==> src/core/ocs_consts.vh <==
// Constants for the oscillator watchdog and clock select block.
// Included by every design file of the block; definitions only.
`ifndef OCS_CONSTS_VH
`define OCS_CONSTS_VH

// Bit of the system configuration word that disables the watchdog
`define OCS_WD_DIS_BIT     4

// Watchdog counter: overflow after this many PLL clocks
`define OCS_WD_W           5
`define OCS_WD_OVF         5'h10

// Clock select strap codes
`define OCS_STRAP_X16      3'h0
`define OCS_STRAP_PRESC    3'h1
`define OCS_STRAP_X10      3'h2
`define OCS_STRAP_DIRECT   3'h3
`define OCS_STRAP_X5       3'h4
`define OCS_STRAP_X8       3'h5
`define OCS_STRAP_X3       3'h6
`define OCS_STRAP_X4       3'h7
`define OCS_STRAP_RST      3'h7

// PLL settings: input divider, VCO multiplier, output divider
`define OCS_IDIV_4         3'h4
`define OCS_IDIV_2         3'h2
`define OCS_MUL_64         7'h40
`define OCS_MUL_48         7'h30
`define OCS_MUL_40         7'h28
`define OCS_ODIV_4         3'h4
`define OCS_ODIV_2         3'h2

// Free-running PLL clock half period, in system clock cycles
`define OCS_FREE_HALF      4'h4

// Width of the input period measurement
`define OCS_PER_W          16

`endif

==> src/core/ocs_freerun.v <==
// Free-running PLL oscillator model: a divided level and a rising tick.
// Assumes the parent gates it with the PLL power enable.
`timescale 1ns/10ps
`include "ocs_consts.vh"
module ocs_freerun
(
	// Clock and reset
	input  wire       clk_i,
	input  wire       rst_b_i,
	input  wire       ce_i,
	// Control
	input  wire       en_i,
	// Outputs
	output reg        lvl_o,
	output reg        tick_o
);
	reg [3:0] half_cnt_r;

	always @(posedge clk_i or negedge rst_b_i)
	begin
		if (!rst_b_i)
		begin
			half_cnt_r <= 4'h0;
			lvl_o      <= 1'b0;
			tick_o     <= 1'b0;
		end
		else if (ce_i)
		begin
			tick_o <= 1'b0;
			if (!en_i)
			begin
				// Powered off: hold low so a later start has no runt
				half_cnt_r <= 4'h0;
				lvl_o      <= 1'b0;
			end
			else if (half_cnt_r == `OCS_FREE_HALF - 4'h1)
			begin
				half_cnt_r <= 4'h0;
				lvl_o      <= ~lvl_o;
				tick_o     <= ~lvl_o;
			end
			else
				half_cnt_r <= half_cnt_r + 4'h1;
		end
	end
endmodule

==> src/core/ocs_wdog.v <==
// Oscillator watchdog counter: counts PLL ticks, cleared by input edges.
// Assumes tick and edge are one-cycle pulses on the same clock.
`timescale 1ns/10ps
`include "ocs_consts.vh"
module ocs_wdog
(
	// Clock and reset
	input  wire       clk_i,
	input  wire       rst_b_i,
	input  wire       ce_i,
	// Control
	input  wire       en_i,
	input  wire       pll_tick_i,
	input  wire       xtal_edge_i,
	// Result
	output reg        ovf_o
);
	reg [`OCS_WD_W-1:0] cnt_r;

	always @(posedge clk_i or negedge rst_b_i)
	begin
		if (!rst_b_i)
		begin
			cnt_r <= {`OCS_WD_W{1'b0}};
			ovf_o <= 1'b0;
		end
		else if (ce_i)
		begin
			ovf_o <= 1'b0;
			// An input edge beats a tick in the same cycle
			if (!en_i || xtal_edge_i)
				cnt_r <= {`OCS_WD_W{1'b0}};
			else if (pll_tick_i && cnt_r != `OCS_WD_OVF)
			begin
				cnt_r <= cnt_r + {{(`OCS_WD_W-1){1'b0}}, 1'b1};
				if (cnt_r == `OCS_WD_OVF - {{(`OCS_WD_W-1){1'b0}}, 1'b1})
					ovf_o <= 1'b1;
			end
		end
	end
endmodule

==> src/core/ocs_top.v <==
// Clock select and oscillator watchdog: strap decode, PLL model,
// watchdog failover to the free-running clock.
// Assumes the crystal input and straps are asynchronous pins; the
// system configuration word and interrupt clear are on clk_i.
`timescale 1ns/10ps
`include "ocs_consts.vh"
module ocs_top
(
	// Clock, reset, enable
	input  wire        clk_i,
	input  wire        rst_b_i,
	input  wire        ce_i,
	// Pins
	input  wire        crystal_input_pin_i,
	input  wire [2:0]  clock_select_straps_i,
	// System side
	input  wire [15:0] system_config_register_i,
	input  wire        wd_irq_clr_i,
	// Clock outputs
	output reg         cpu_clk_o,
	output reg         clk_src_free_o,
	output reg         pll_power_o,
	output reg         osc_amp_bypass_o,
	// Status
	output reg         wd_irq_o,
	output reg  [2:0]  clk_mode_o,
	output reg  [4:0]  pll_factor_o,
	output reg  [2:0]  pll_in_div_o,
	output reg  [6:0]  vco_mult_o,
	output reg  [2:0]  pll_out_div_o
);
	// Pin synchronisers; no reset so straps are tracked during reset
	reg [2:0] strap_s1_r;
	reg [2:0] strap_s2_r;
	reg       xtal_s1_r;
	reg       xtal_s2_r;
	reg       xtal_d_r;

	always @(posedge clk_i)
	begin
		if (ce_i)
		begin
			strap_s1_r <= clock_select_straps_i;
			strap_s2_r <= strap_s1_r;
			xtal_s1_r  <= crystal_input_pin_i;
			xtal_s2_r  <= xtal_s1_r;
			xtal_d_r   <= xtal_s2_r;
		end
	end

	wire xtal_edge = xtal_s2_r ^ xtal_d_r;
	wire xtal_rise = xtal_s2_r & ~xtal_d_r;

	// Strap capture on the first enabled edge after reset release
	reg       strap_done_r;
	reg [2:0] mode_r;

	always @(posedge clk_i or negedge rst_b_i)
	begin
		if (!rst_b_i)
		begin
			strap_done_r <= 1'b0;
			mode_r       <= `OCS_STRAP_RST;
		end
		else if (ce_i && !strap_done_r)
		begin
			strap_done_r <= 1'b1;
			mode_r       <= strap_s2_r;
		end
	end

	wire mode_direct = (mode_r == `OCS_STRAP_DIRECT);
	wire mode_presc  = (mode_r == `OCS_STRAP_PRESC);
	wire mode_bypass = mode_direct | mode_presc;
	wire mode_pll    = strap_done_r & ~mode_bypass;

	// Strap decode of the PLL divider chain
	reg [2:0] idiv_nxt;
	reg [6:0] mul_nxt;
	reg [2:0] odiv_nxt;
	reg [4:0] fac_nxt;

	always @*
	begin
		idiv_nxt = `OCS_IDIV_4;
		mul_nxt  = `OCS_MUL_64;
		odiv_nxt = `OCS_ODIV_4;
		fac_nxt  = 5'h04;
		case (mode_r)
			`OCS_STRAP_X4:
			begin
				fac_nxt = 5'h04;
			end
			`OCS_STRAP_X3:
			begin
				mul_nxt = `OCS_MUL_48;
				fac_nxt = 5'h03;
			end
			`OCS_STRAP_X8:
			begin
				odiv_nxt = `OCS_ODIV_2;
				fac_nxt  = 5'h08;
			end
			`OCS_STRAP_X5:
			begin
				mul_nxt  = `OCS_MUL_40;
				odiv_nxt = `OCS_ODIV_2;
				fac_nxt  = 5'h05;
			end
			`OCS_STRAP_X10:
			begin
				idiv_nxt = `OCS_IDIV_2;
				mul_nxt  = `OCS_MUL_40;
				odiv_nxt = `OCS_ODIV_2;
				fac_nxt  = 5'h0A;
			end
			`OCS_STRAP_X16:
			begin
				idiv_nxt = `OCS_IDIV_2;
				odiv_nxt = `OCS_ODIV_2;
				fac_nxt  = 5'h10;
			end
			`OCS_STRAP_DIRECT,
			`OCS_STRAP_PRESC:
			begin
				// PLL bypassed: chain unused
				idiv_nxt = 3'h0;
				mul_nxt  = 7'h00;
				odiv_nxt = 3'h0;
				fac_nxt  = 5'h01;
			end
			default:
			begin
				fac_nxt = 5'h04;
			end
		endcase
	end

	// Watchdog enable and PLL power
	wire wd_dis     = system_config_register_i[`OCS_WD_DIS_BIT];
	wire wd_active  = strap_done_r & mode_bypass & ~wd_dis;
	reg  fail_r;
	reg  src_free_r;
	wire pll_on     = mode_pll | wd_active | fail_r;

	wire free_lvl;
	wire free_tick;
	wire wd_ovf;

	ocs_freerun u_freerun
	(
		.clk_i   (clk_i),
		.rst_b_i (rst_b_i),
		.ce_i    (ce_i),
		.en_i    (pll_on),
		.lvl_o   (free_lvl),
		.tick_o  (free_tick)
	);

	ocs_wdog u_wdog
	(
		.clk_i       (clk_i),
		.rst_b_i     (rst_b_i),
		.ce_i        (ce_i),
		.en_i        (wd_active & ~fail_r),
		.pll_tick_i  (free_tick),
		.xtal_edge_i (xtal_edge),
		.ovf_o       (wd_ovf)
	);

	// PLL model: period measured per input cycle, phase accumulator
	// makes 2F toggles per input period. Reference taken only every
	// F input transitions; taken whole at first lock, then approached by halves.
	reg [`OCS_PER_W-1:0] per_cnt_r;
	reg [`OCS_PER_W-1:0] per_meas_r;
	reg [`OCS_PER_W-1:0] per_use_r;
	reg [`OCS_PER_W-1:0] acc_r;
	reg [4:0]            sync_cnt_r;
	reg                  pll_lvl_r;

	wire [`OCS_PER_W-1:0] step  = {{(`OCS_PER_W-6){1'b0}}, fac_nxt, 1'b0};
	wire [`OCS_PER_W-1:0] acc_s = acc_r + step;
	wire [`OCS_PER_W-1:0] diff  = per_meas_r - per_use_r;
	wire [`OCS_PER_W-1:0] half  = {diff[`OCS_PER_W-1], diff[`OCS_PER_W-1:1]};

	always @(posedge clk_i or negedge rst_b_i)
	begin
		if (!rst_b_i)
		begin
			per_cnt_r  <= {`OCS_PER_W{1'b0}};
			per_meas_r <= {`OCS_PER_W{1'b0}};
			per_use_r  <= {`OCS_PER_W{1'b0}};
			acc_r      <= {`OCS_PER_W{1'b0}};
			sync_cnt_r <= 5'h00;
			pll_lvl_r  <= 1'b0;
		end
		else if (ce_i && mode_pll)
		begin
			if (xtal_rise)
			begin
				per_cnt_r  <= {`OCS_PER_W{1'b0}};
				per_meas_r <= per_cnt_r + {{(`OCS_PER_W-1){1'b0}}, 1'b1};
			end
			else if (per_cnt_r != {`OCS_PER_W{1'b1}})
				per_cnt_r <= per_cnt_r + {{(`OCS_PER_W-1){1'b0}}, 1'b1};
			if (xtal_edge)
			begin
				if (sync_cnt_r >= fac_nxt - 5'h01)
				begin
					sync_cnt_r <= 5'h00;
					// First lock takes the figure; later ones step by halves
					if (per_use_r == {`OCS_PER_W{1'b0}})
						per_use_r <= per_meas_r;
					else if (diff != {`OCS_PER_W{1'b0}})
						per_use_r <= per_use_r + ((half == {`OCS_PER_W{1'b0}})
							? diff : half);
				end
				else
					sync_cnt_r <= sync_cnt_r + 5'h01;
			end
			if (per_use_r != {`OCS_PER_W{1'b0}})
			begin
				if (acc_s >= per_use_r)
				begin
					acc_r     <= acc_s - per_use_r;
					pll_lvl_r <= ~pll_lvl_r;
				end
				else
					acc_r <= acc_s;
			end
		end
	end

	// Failure latch and glitch-free source switch
	always @(posedge clk_i or negedge rst_b_i)
	begin
		if (!rst_b_i)
		begin
			fail_r     <= 1'b0;
			src_free_r <= 1'b0;
		end
		else if (ce_i)
		begin
			if (wd_ovf)
				fail_r <= 1'b1;
			// Change over only while both clocks sit low: no runt pulse
			if (fail_r && !src_free_r && !cpu_clk_o && !free_lvl)
				src_free_r <= 1'b1;
		end
	end

	// CPU clock generation
	reg cpu_clk_nxt;

	always @*
	begin
		cpu_clk_nxt = 1'b0;
		if (src_free_r)
			cpu_clk_nxt = free_lvl;
		else if (fail_r)
			cpu_clk_nxt = 1'b0;
		else if (!strap_done_r)
			cpu_clk_nxt = 1'b0;
		else if (mode_direct)
			cpu_clk_nxt = xtal_s2_r;
		else if (mode_presc)
			cpu_clk_nxt = xtal_rise ? ~cpu_clk_o : cpu_clk_o;
		else
			cpu_clk_nxt = pll_lvl_r;
	end

	// Registered outputs
	always @(posedge clk_i or negedge rst_b_i)
	begin
		if (!rst_b_i)
		begin
			cpu_clk_o        <= 1'b0;
			clk_src_free_o   <= 1'b0;
			pll_power_o      <= 1'b0;
			osc_amp_bypass_o <= 1'b0;
			wd_irq_o         <= 1'b0;
			clk_mode_o       <= `OCS_STRAP_RST;
			pll_factor_o     <= 5'h00;
			pll_in_div_o     <= 3'h0;
			vco_mult_o       <= 7'h00;
			pll_out_div_o    <= 3'h0;
		end
		else if (ce_i)
		begin
			cpu_clk_o        <= cpu_clk_nxt;
			clk_src_free_o   <= src_free_r;
			pll_power_o      <= pll_on;
			osc_amp_bypass_o <= strap_done_r & mode_direct;
			// Set wins over a clear in the same cycle
			if (wd_ovf)
				wd_irq_o <= 1'b1;
			else if (wd_irq_clr_i)
				wd_irq_o <= 1'b0;
			clk_mode_o       <= mode_r;
			pll_factor_o     <= fac_nxt;
			pll_in_div_o     <= idiv_nxt;
			vco_mult_o       <= mul_nxt;
			pll_out_div_o    <= odiv_nxt;
		end
	end
endmodule

==> config.mk <==
export PLATFORM = sky130hd
export DESIGN_NAME = ocs_top
export DESIGN_NICKNAME = d
export VERILOG_FILES = /design/src/core/ocs_freerun.v /design/src/core/ocs_wdog.v /design/src/core/ocs_top.v
export VERILOG_INCLUDE_DIRS = /design/src /design/src/core
export SDC_FILE = /design/constraint.sdc
export NUM_CORES = 1
export LEC_CHECK = 0
export BUFFER_PORTS_ARGS = -buffer_cell sky130_fd_sc_hd__buf_2
export CAP_MARGIN = 10
export CORE_MARGIN = 10
export CORE_UTILIZATION = 45
export DETAILED_ROUTE_END_ITERATION = 12
export PLACE_DENSITY_LB_ADDON = 0.1
export SLEW_MARGIN = 5
export SYNTH_ARGS = -nofsm -noshare
export SYNTH_HDL_FRONTEND = slang
export SYNTH_SLANG_ARGS = --single-unit
==> constraint.sdc <==
create_clock -name clk_i -period 4.8 [get_ports clk_i]
set_input_delay 0.48 -clock clk_i [delete_from_list [all_inputs] [get_ports clk_i]]
set_output_delay 0.48 -clock clk_i [all_outputs]
set_load 0.02 [all_outputs]
==> impl_metrics.csv, run 1 <==
group,metric,value,unit
run_status,status,"completed",
routing,drtIter0Drc,458,
flow_run,drv_cap,0,
routing,dr.pass1.iters,5,
worst_setup_path,cp.buffers_inverters,2,
power_and_ir_drop,power_density,756.6,mW/mm^2
placed_design,hpwlAfterDp,15.29,mm
placed_design,port_buffers,29,
final_layout,n_fill_cell,1691,
routing,wirelength,20.60,mm
synthesis,yosysSeqAreaShare,36.53,%
global_routing,overflow,0,
floorplan,dieWidth,155.2,um
synthesis,ys_seq_elements,118,
worst_setup_path,cpMostUsedCell,"a21o_1",
global_routing,grt_pass1_wl,34.40,mm
worst_setup_path,worstPathRequired,5110,ps
sta,relSlewSlack,31.46,%
routing,wl_per_cell,16.00,um
sta,post-route-period-util,98.66,%
power_and_ir_drop,p_leak,4.598,nW
sta,fmax,0.2112,GHz
clock_tree,cts_hold_buf,0,
synthesis,synth_edf_count,9,
clock_tree,clockBufferDepth,2,
global_routing,first_global_vias,6774,
routing,ant_nets,0,
floorplan,die_h,155.2,um
synthesis,netlist_area,0.008228,sq mm
routing,vias,6891,
routing,routed_via_density,5.354,
floorplan,start_util,45.80,%
worst_setup_path,crit_chain,"inv_1, ha_1, nand3_1, a21oi_1, o41a_1, or2_2, buf_4, xor2_1, or4b_4, nor4_4, a21o_1, ha_4, fa_2, a21o_1, a21o_1, a21oi_2, o21ai_2, a221oi_2, a21oi_1, xnor2_1, o21ai_1, mux2_4",
sta,setup_viol,0,
final_layout,syn_to_final_growth,21.84,%
final_layout,register_area,0.003005,sq mm
worst_setup_path,crit_slowest_cell,"o41a_1",
synthesis,synth_area_leaders,"dfrtp_1, ha_1, o21ai_0",
sta,period_minus_slack,4736,ps
floorplan,num_io_pins,50,
worst_setup_path,crit_family,"compound AO/OA/AOI/OAI gates",
worst_setup_path,critPathMaxStageDelay,410,ps
clock_tree,cts_tree,"done",
worst_setup_path,worst-setup-path-type,"reg -> reg",
sta,fin_worst_skew,17.75,ps
floorplan,die-area,0.02409,sq mm
worst_setup_path,cp-start-kind,"register",
final_layout,multi_input_area,0.005011,sq mm
synthesis,async_flop_share,92.37,%
worst_setup_path,critPathCaptureType,"register",
synthesis,syn_inst,930,
floorplan,rows,49,
routing,drc,0,
worst_setup_path,cp_data_arrival_time,5040,ps
synthesis,synth_top_area_share,31.33,%
clock_tree,clock_sinks,118,
synthesis,ys.flop_type,"dfrtp_1",
clock_tree,clock_latency,430,ps
placed_design,pre_cts_ws,-320.3,ps
synthesis,yosys_warnings,0,
sta,worst_slack,64.11,ps
min_path,hold_path.class,"in -> async",
global_routing,grt_max_degree,65,
worst_setup_path,r2r_slack,60,ps
sta,worst_pin_slew,1028,ps
final_layout,nets,1137,
placed_design,placed_area,0.009183,sq mm
placed_design,gp_congestion,0.8671,
global_routing,grt_usage,17.36,%
clock_tree,root_buffer,"clkbuf_16",
synthesis,syn_area_per_cell,8.847,sq um
power_and_ir_drop,irDropWorstVdd,469.6,uV
final_layout,num_antenna_cells,0,
sta,slew_violations,0,
final_layout,postLayoutCellArea,0.01002,sq mm
clock_tree,cts_made_buffers,17,
synthesis,netlist.top_cell.by_area,"dfrtp_1",
floorplan,core,0.01796,sq mm
sta,hold_viol_final,0,
clock_tree,path_clk_slew,70,ps
synthesis,ys_types,71,
final_layout,drive_above_1_share,22.12,%
worst_setup_path,cp_max_fo,6,
clock_tree,h-tree-depth,4,
global_routing,antenna_found_initial,0,
sta,rsz0062_at_grt,"yes",
worst register-to-register path: stages (launching register included):
cell	delay (ps)
dfrtp_1	380
inv_1	130
ha_1	300
nand3_1	90
a21oi_1	60
o41a_1	410
or2_2	320
buf_4	150
xor2_1	230
or4b_4	200
nor4_4	40
a21o_1	220
ha_4	170
fa_2	390
a21o_1	170
a21o_1	170
a21oi_2	170
o21ai_2	90
a221oi_2	300
a21oi_1	130
xnor2_1	160
o21ai_1	70
mux2_4	260
timing repair:
action | CTS | global route
setup endpoints to repair | 8 | 28
gates resized for setup | 25 | 22
buffers inserted | 6 | 5
endpoints found under the hold margin | 0 | 0
pin swaps | 22 | 17
gates cloned | 0 | 0
layer usage:
layer | GRT usage (%) | part of all wire, %
met4 | 6.462 | 2.0
met5 | 0 | 0
met3 | 2.785 | 2.2
met1 | 23.14 | 48
met2 | 27.73 | 48
kinds of logic (layout without fill, tap and decap cells):
kind of cell,count (synthesis),in the layout,share of synthesized area [%]
fa+ha+maj,68,68,10.71
mux,37,37,4.912
compound gates,257,257,18.90
simple gates,282,282,16.70
flops,118,118,36.53
other cells,1,5,0.04558
xor+xnor,70,70,7.451
buf+inv,97,221,4.760
report_power, final:
| part | internal, mW | switching (mW) |
|---|---|---|
| combinational | 2.31 | 2.54 |
| sequential | 1.25 | 0.206 |
| clock | 0.737 | 0.546 |
| total | 4.29 | 3.29 |
per-stage QoR:
step	utilization, %	instances	TNS [ps]	power [mW]	hold WS, ps
final	55.81	1287	0	7.585	185.9
after global routing	55.81	1287	-960.7	8.260	224.6
after CTS	55.11	1282	-165.7	7.530	211.8
after detailed placement	51.12	1244	-1399	5.971	406.3
after global placement	51.12	1244	-793.9	5.932	403.0
after floorplan	-	934	0	4.642	184.4
layout make-up:
type	instances	share of cell area (%)
inverter	59	2.209
tap	229	2.858
timing repair buffer	130	9.149
sequential	118	29.98
clock inverter	15	1.573
multi-input combinational	719	49.99
clock buffer	17	4.244
registers in the layout (all words and copies together) (netlist names), 2 cells and up:
register              cells
acc_r                    16
per_cnt_r                16
per_meas_r               16
per_use_r                16
pll_factor_o              5
sync_cnt_r                5
u_wdog.cnt_r              5
u_freerun.half_cnt_r      4
vco_mult_o                4
clk_mode_o                3
mode_r                    3
strap_s1_r                3
strap_s2_r                3
pll_in_div_o              2
pll_out_div_o             2
cells in the final DEF, fill, tap and decap left out, drive strengths merged, types with 9 or more instances in the layout:
cell	n
nand2	91
dfrtp	103
edfxtp	9
nor2	71
inv	70
xnor2	48
a21oi	62
o21ai	97
nor2b	11
nand4	10
ha	64
nand2b	18
mux2i	13
nand3	20
a31oi	15
a21o	20
nor3	14
xor2	22
buf	130
o31ai	10
mux2	24
a211oi	9
and3	16
clkbuf	17
cells in the mapped netlist, types with 22 or more instances:
cell type	number
nand2_1	91
inv_1	59
ha_1	64
mux2_2	23
nor2_1	71
dfrtp_1	103
a21oi_1	61
xor2_1	22
clkbuf_1	30
o21ai_0	95
xnor2_1	48
worst paths after layout:
check	startpoint	to	depth (start not counted)
worst max-delay path	per_use_r[4]	per_use_r[14]	22
min in group clk_i	clock_select_straps_i[2]	strap_s1_r[2]	1
worst max register to register	per_use_r[4]	per_use_r[14]	22
max in group asynchronous	rst_b_i	per_use_r[3]	2
worst min-delay path	rst_b_i	per_meas_r[5]	1
worst min register to register	strap_s1_r[0]	strap_s2_r[0]	0
(Power assumes the default switching activity.)
==> run 2: changes to the inputs <==
--- a/config.mk
+++ b/config.mk
@@ -12,6 +12,7 @@
 export CORE_UTILIZATION = 45
 export DETAILED_ROUTE_END_ITERATION = 12
 export PLACE_DENSITY_LB_ADDON = 0.1
+export RECOVER_POWER = 50
 export SLEW_MARGIN = 5
 export SYNTH_ARGS = -nofsm -noshare
 export SYNTH_HDL_FRONTEND = slang
==> run 2 against run 1 <==
- the run now ends with max-capacitance violations, max-slew violations left
- sequential power about the same
- first-iteration DRC count decreased by 5.7%
- total power about the same
- global-route usage unchanged
- die area unchanged
- final cell count unchanged
- non-clock buffer count unchanged
- clock power about the same
- via count unchanged
- count of clock-buffer cells in the layout unchanged
==> impl_metrics.csv, run 2 (synthesized netlist as in run 1, its figures left out) <==
group,metric,value,unit
run_status,status,"finished with violations",
run_status,violations,"max-capacitance violations, max-slew violations",
routing,routed_via_density,5.354,
placed_design,port_buffers,29,
global_routing,grt_usage,17.36,%
worst_setup_path,r2r-end,"per_use_r[14]",
final_layout,num_antenna_cells,0,
sta,worst_slack,64.04,ps
clock_tree,path_clk_slew,70,ps
sta,worst_pin_slew,3773,ps
placed_design,gp_congestion,0.8671,
final_layout,postLayoutCellArea,0.009992,sq mm
clock_tree,cts_hold_buf,0,
floorplan,start_util,45.80,%
worst_setup_path,critPathMaxStageDelay,410,ps
global_routing,first_global_vias,6774,
min_path,hold_end,"strap_s1_r[2]",
sta,fmax,0.2112,GHz
worst_setup_path,worstPathRequired,5110,ps
floorplan,core,0.01796,sq mm
sta,slew_violations,119,
worst_setup_path,worstRegToRegCells,22,
placed_design,hpwlAfterDp,15.29,mm
worst_setup_path,worst-setup-path-type,"reg -> reg",
routing,ant_nets,0,
global_routing,grt_max_degree,65,
power_and_ir_drop,power_density,759.1,mW/mm^2
routing,wirelength,20.63,mm
worst_setup_path,cp_data_arrival_time,5040,ps
worst_setup_path,crit_slowest_cell,"o41a_1",
sta,whs,226.8,ps
worst_setup_path,crit_chain,"inv_1, ha_1, nand3_1, a21oi_1, o41a_1, or2_2, buf_4, xor2_1, or4b_4, nor4_4, a21o_1, ha_4, fa_2, a21o_1, a21o_1, a21oi_2, o21ai_2, a221oi_2, a21oi_1, xnor2_1, o21ai_1, mux2_4",
min_path,hold_path.class,"in -> reg",
power_and_ir_drop,total_power,7.584,mW
floorplan,rows,49,
sta,setup_viol,0,
global_routing,use_met2,27.73,%
global_routing,gr-usage-met3,2.785,%
final_layout,drive_above_1_share,20.23,%
routing,vias,6891,
worst_setup_path,r2r_slack,60,ps
worst_setup_path,reg2reg_from,"per_use_r[4]",
sta,fin_worst_skew,18.21,ps
worst_setup_path,cp.buffers_inverters,2,
final_layout,n_fill_cell,1705,
final_layout,finish.utilization,55.62,%
flow_run,drv_cap,2,
global_routing,antenna_found_initial,0,
clock_tree,cts_tree,"done",
routing,drc,0,
power_and_ir_drop,p_leak,4.534,nW
worst_setup_path,crit_family,"compound AO/OA/AOI/OAI gates",
worst_setup_path,cp_num_cells,22,
floorplan,die_h,155.2,um
global_routing,busiest_layer,"met2",
worst_setup_path,cp-start-kind,"register",
min_path,min_from,"clock_select_straps_i[2]",
sta,period_minus_slack,4736,ps
final_layout,final_common_cell,"dfrtp_1",
routing,drtIter0Drc,432,
final_layout,final_cell_mix,"dfrtp_1, buf_4, nand2_1",
worst_setup_path,cpMostUsedCell,"a21o_1",
sta,relSlewSlack,-151.5,%
routing,wl_per_cell,16.03,um
clock_tree,clock_sinks,118,
global_routing,overflow,0,
placed_design,pre_cts_ws,-320.3,ps
clock_tree,root_buffer,"clkbuf_16",
global_routing,grt_pass1_wl,34.40,mm
sta,hold_viol_final,0,
power_and_ir_drop,irDropWorstVdd,470.2,uV
floorplan,dieWidth,155.2,um
routing,dr.pass1.iters,7,
clock_tree,h-tree-depth,4,
clock_tree,cts_made_buffers,17,
clock_tree,clock_latency,430,ps
placed_design,placed_area,0.009183,sq mm
global_routing,globalRouteMet1Util,23.14,%
floorplan,die-area,0.02409,sq mm
floorplan,num_io_pins,50,
clock_tree,clockBufferDepth,2,
min_path,min_delay_path_depth,1,
final_layout,nets,1137,
sta,rsz0062_at_grt,"yes",
final_layout,syn_to_final_growth,21.44,%
sta,post-route-period-util,98.67,%
worst_setup_path,cp_max_fo,6,
worst_setup_path,critPathCaptureType,"register",
==> run 2: cell type report <==
type	instances	area (sq um)	share of cell area, %
multi-input combinational	719	5011	50.15
sequential	118	3005	30.08
timing repair buffer	130	884.6	8.853
clock buffer	17	425.4	4.257
tap	229	286.5	2.868
inverter	59	221.5	2.216
clock inverter	15	157.7	1.578
==> run 2: what timing repair did <==
item                       CTS  global route
setup buffers                6             5
setup endpoints to repair    8            28
resized for setup           25            22
pin swaps                   22            17
==> run 2: worst max path at each step <==
stage                       start             to
finish               per_use_r[4]  per_use_r[14]
global route        per_meas_r[0]  per_use_r[12]
CTS                 per_meas_r[0]  per_use_r[14]
detailed placement  per_meas_r[0]  per_use_r[14]
global placement    per_meas_r[0]  per_use_r[14]
floorplan           per_meas_r[0]  per_use_r[14]
==> run 2: per-stage QoR <==
stage / cells / TNS (ps)
floorplan: 934 / 0
finish: 1287 / 0
global placement: 1244 / -793.9
CTS: 1282 / -165.7
detailed placement: 1244 / -1399
global route: 1287 / -1227
==> run 2: power by group <==
| group | internal [mW] | total [mW] | switching [mW] | leakage, nW |
|---|---|---|---|---|
| clock network | 0.737 | 1.28 | 0.547 | 0.289 |
| registers | 1.25 | 1.46 | 0.207 | 1.45 |
| logic | 2.30 | 4.84 | 2.54 | 2.80 |
| total | 4.29 | 7.58 | 3.29 | 4.53 |
==> run 2: routing by layer <==
| layer | vias up | wire length [um] | share of wire [%] |
|---|---|---|---|
| li1 | 3537 | - | - |
| met1 | 3248 | 9947 | 48 |
| met2 | 76 | 9835 | 48 |
| met3 | 30 | 421 | 2.0 |
| met4 | 0 | 421 | 2.0 |
| met5 | - | 0 | 0 |
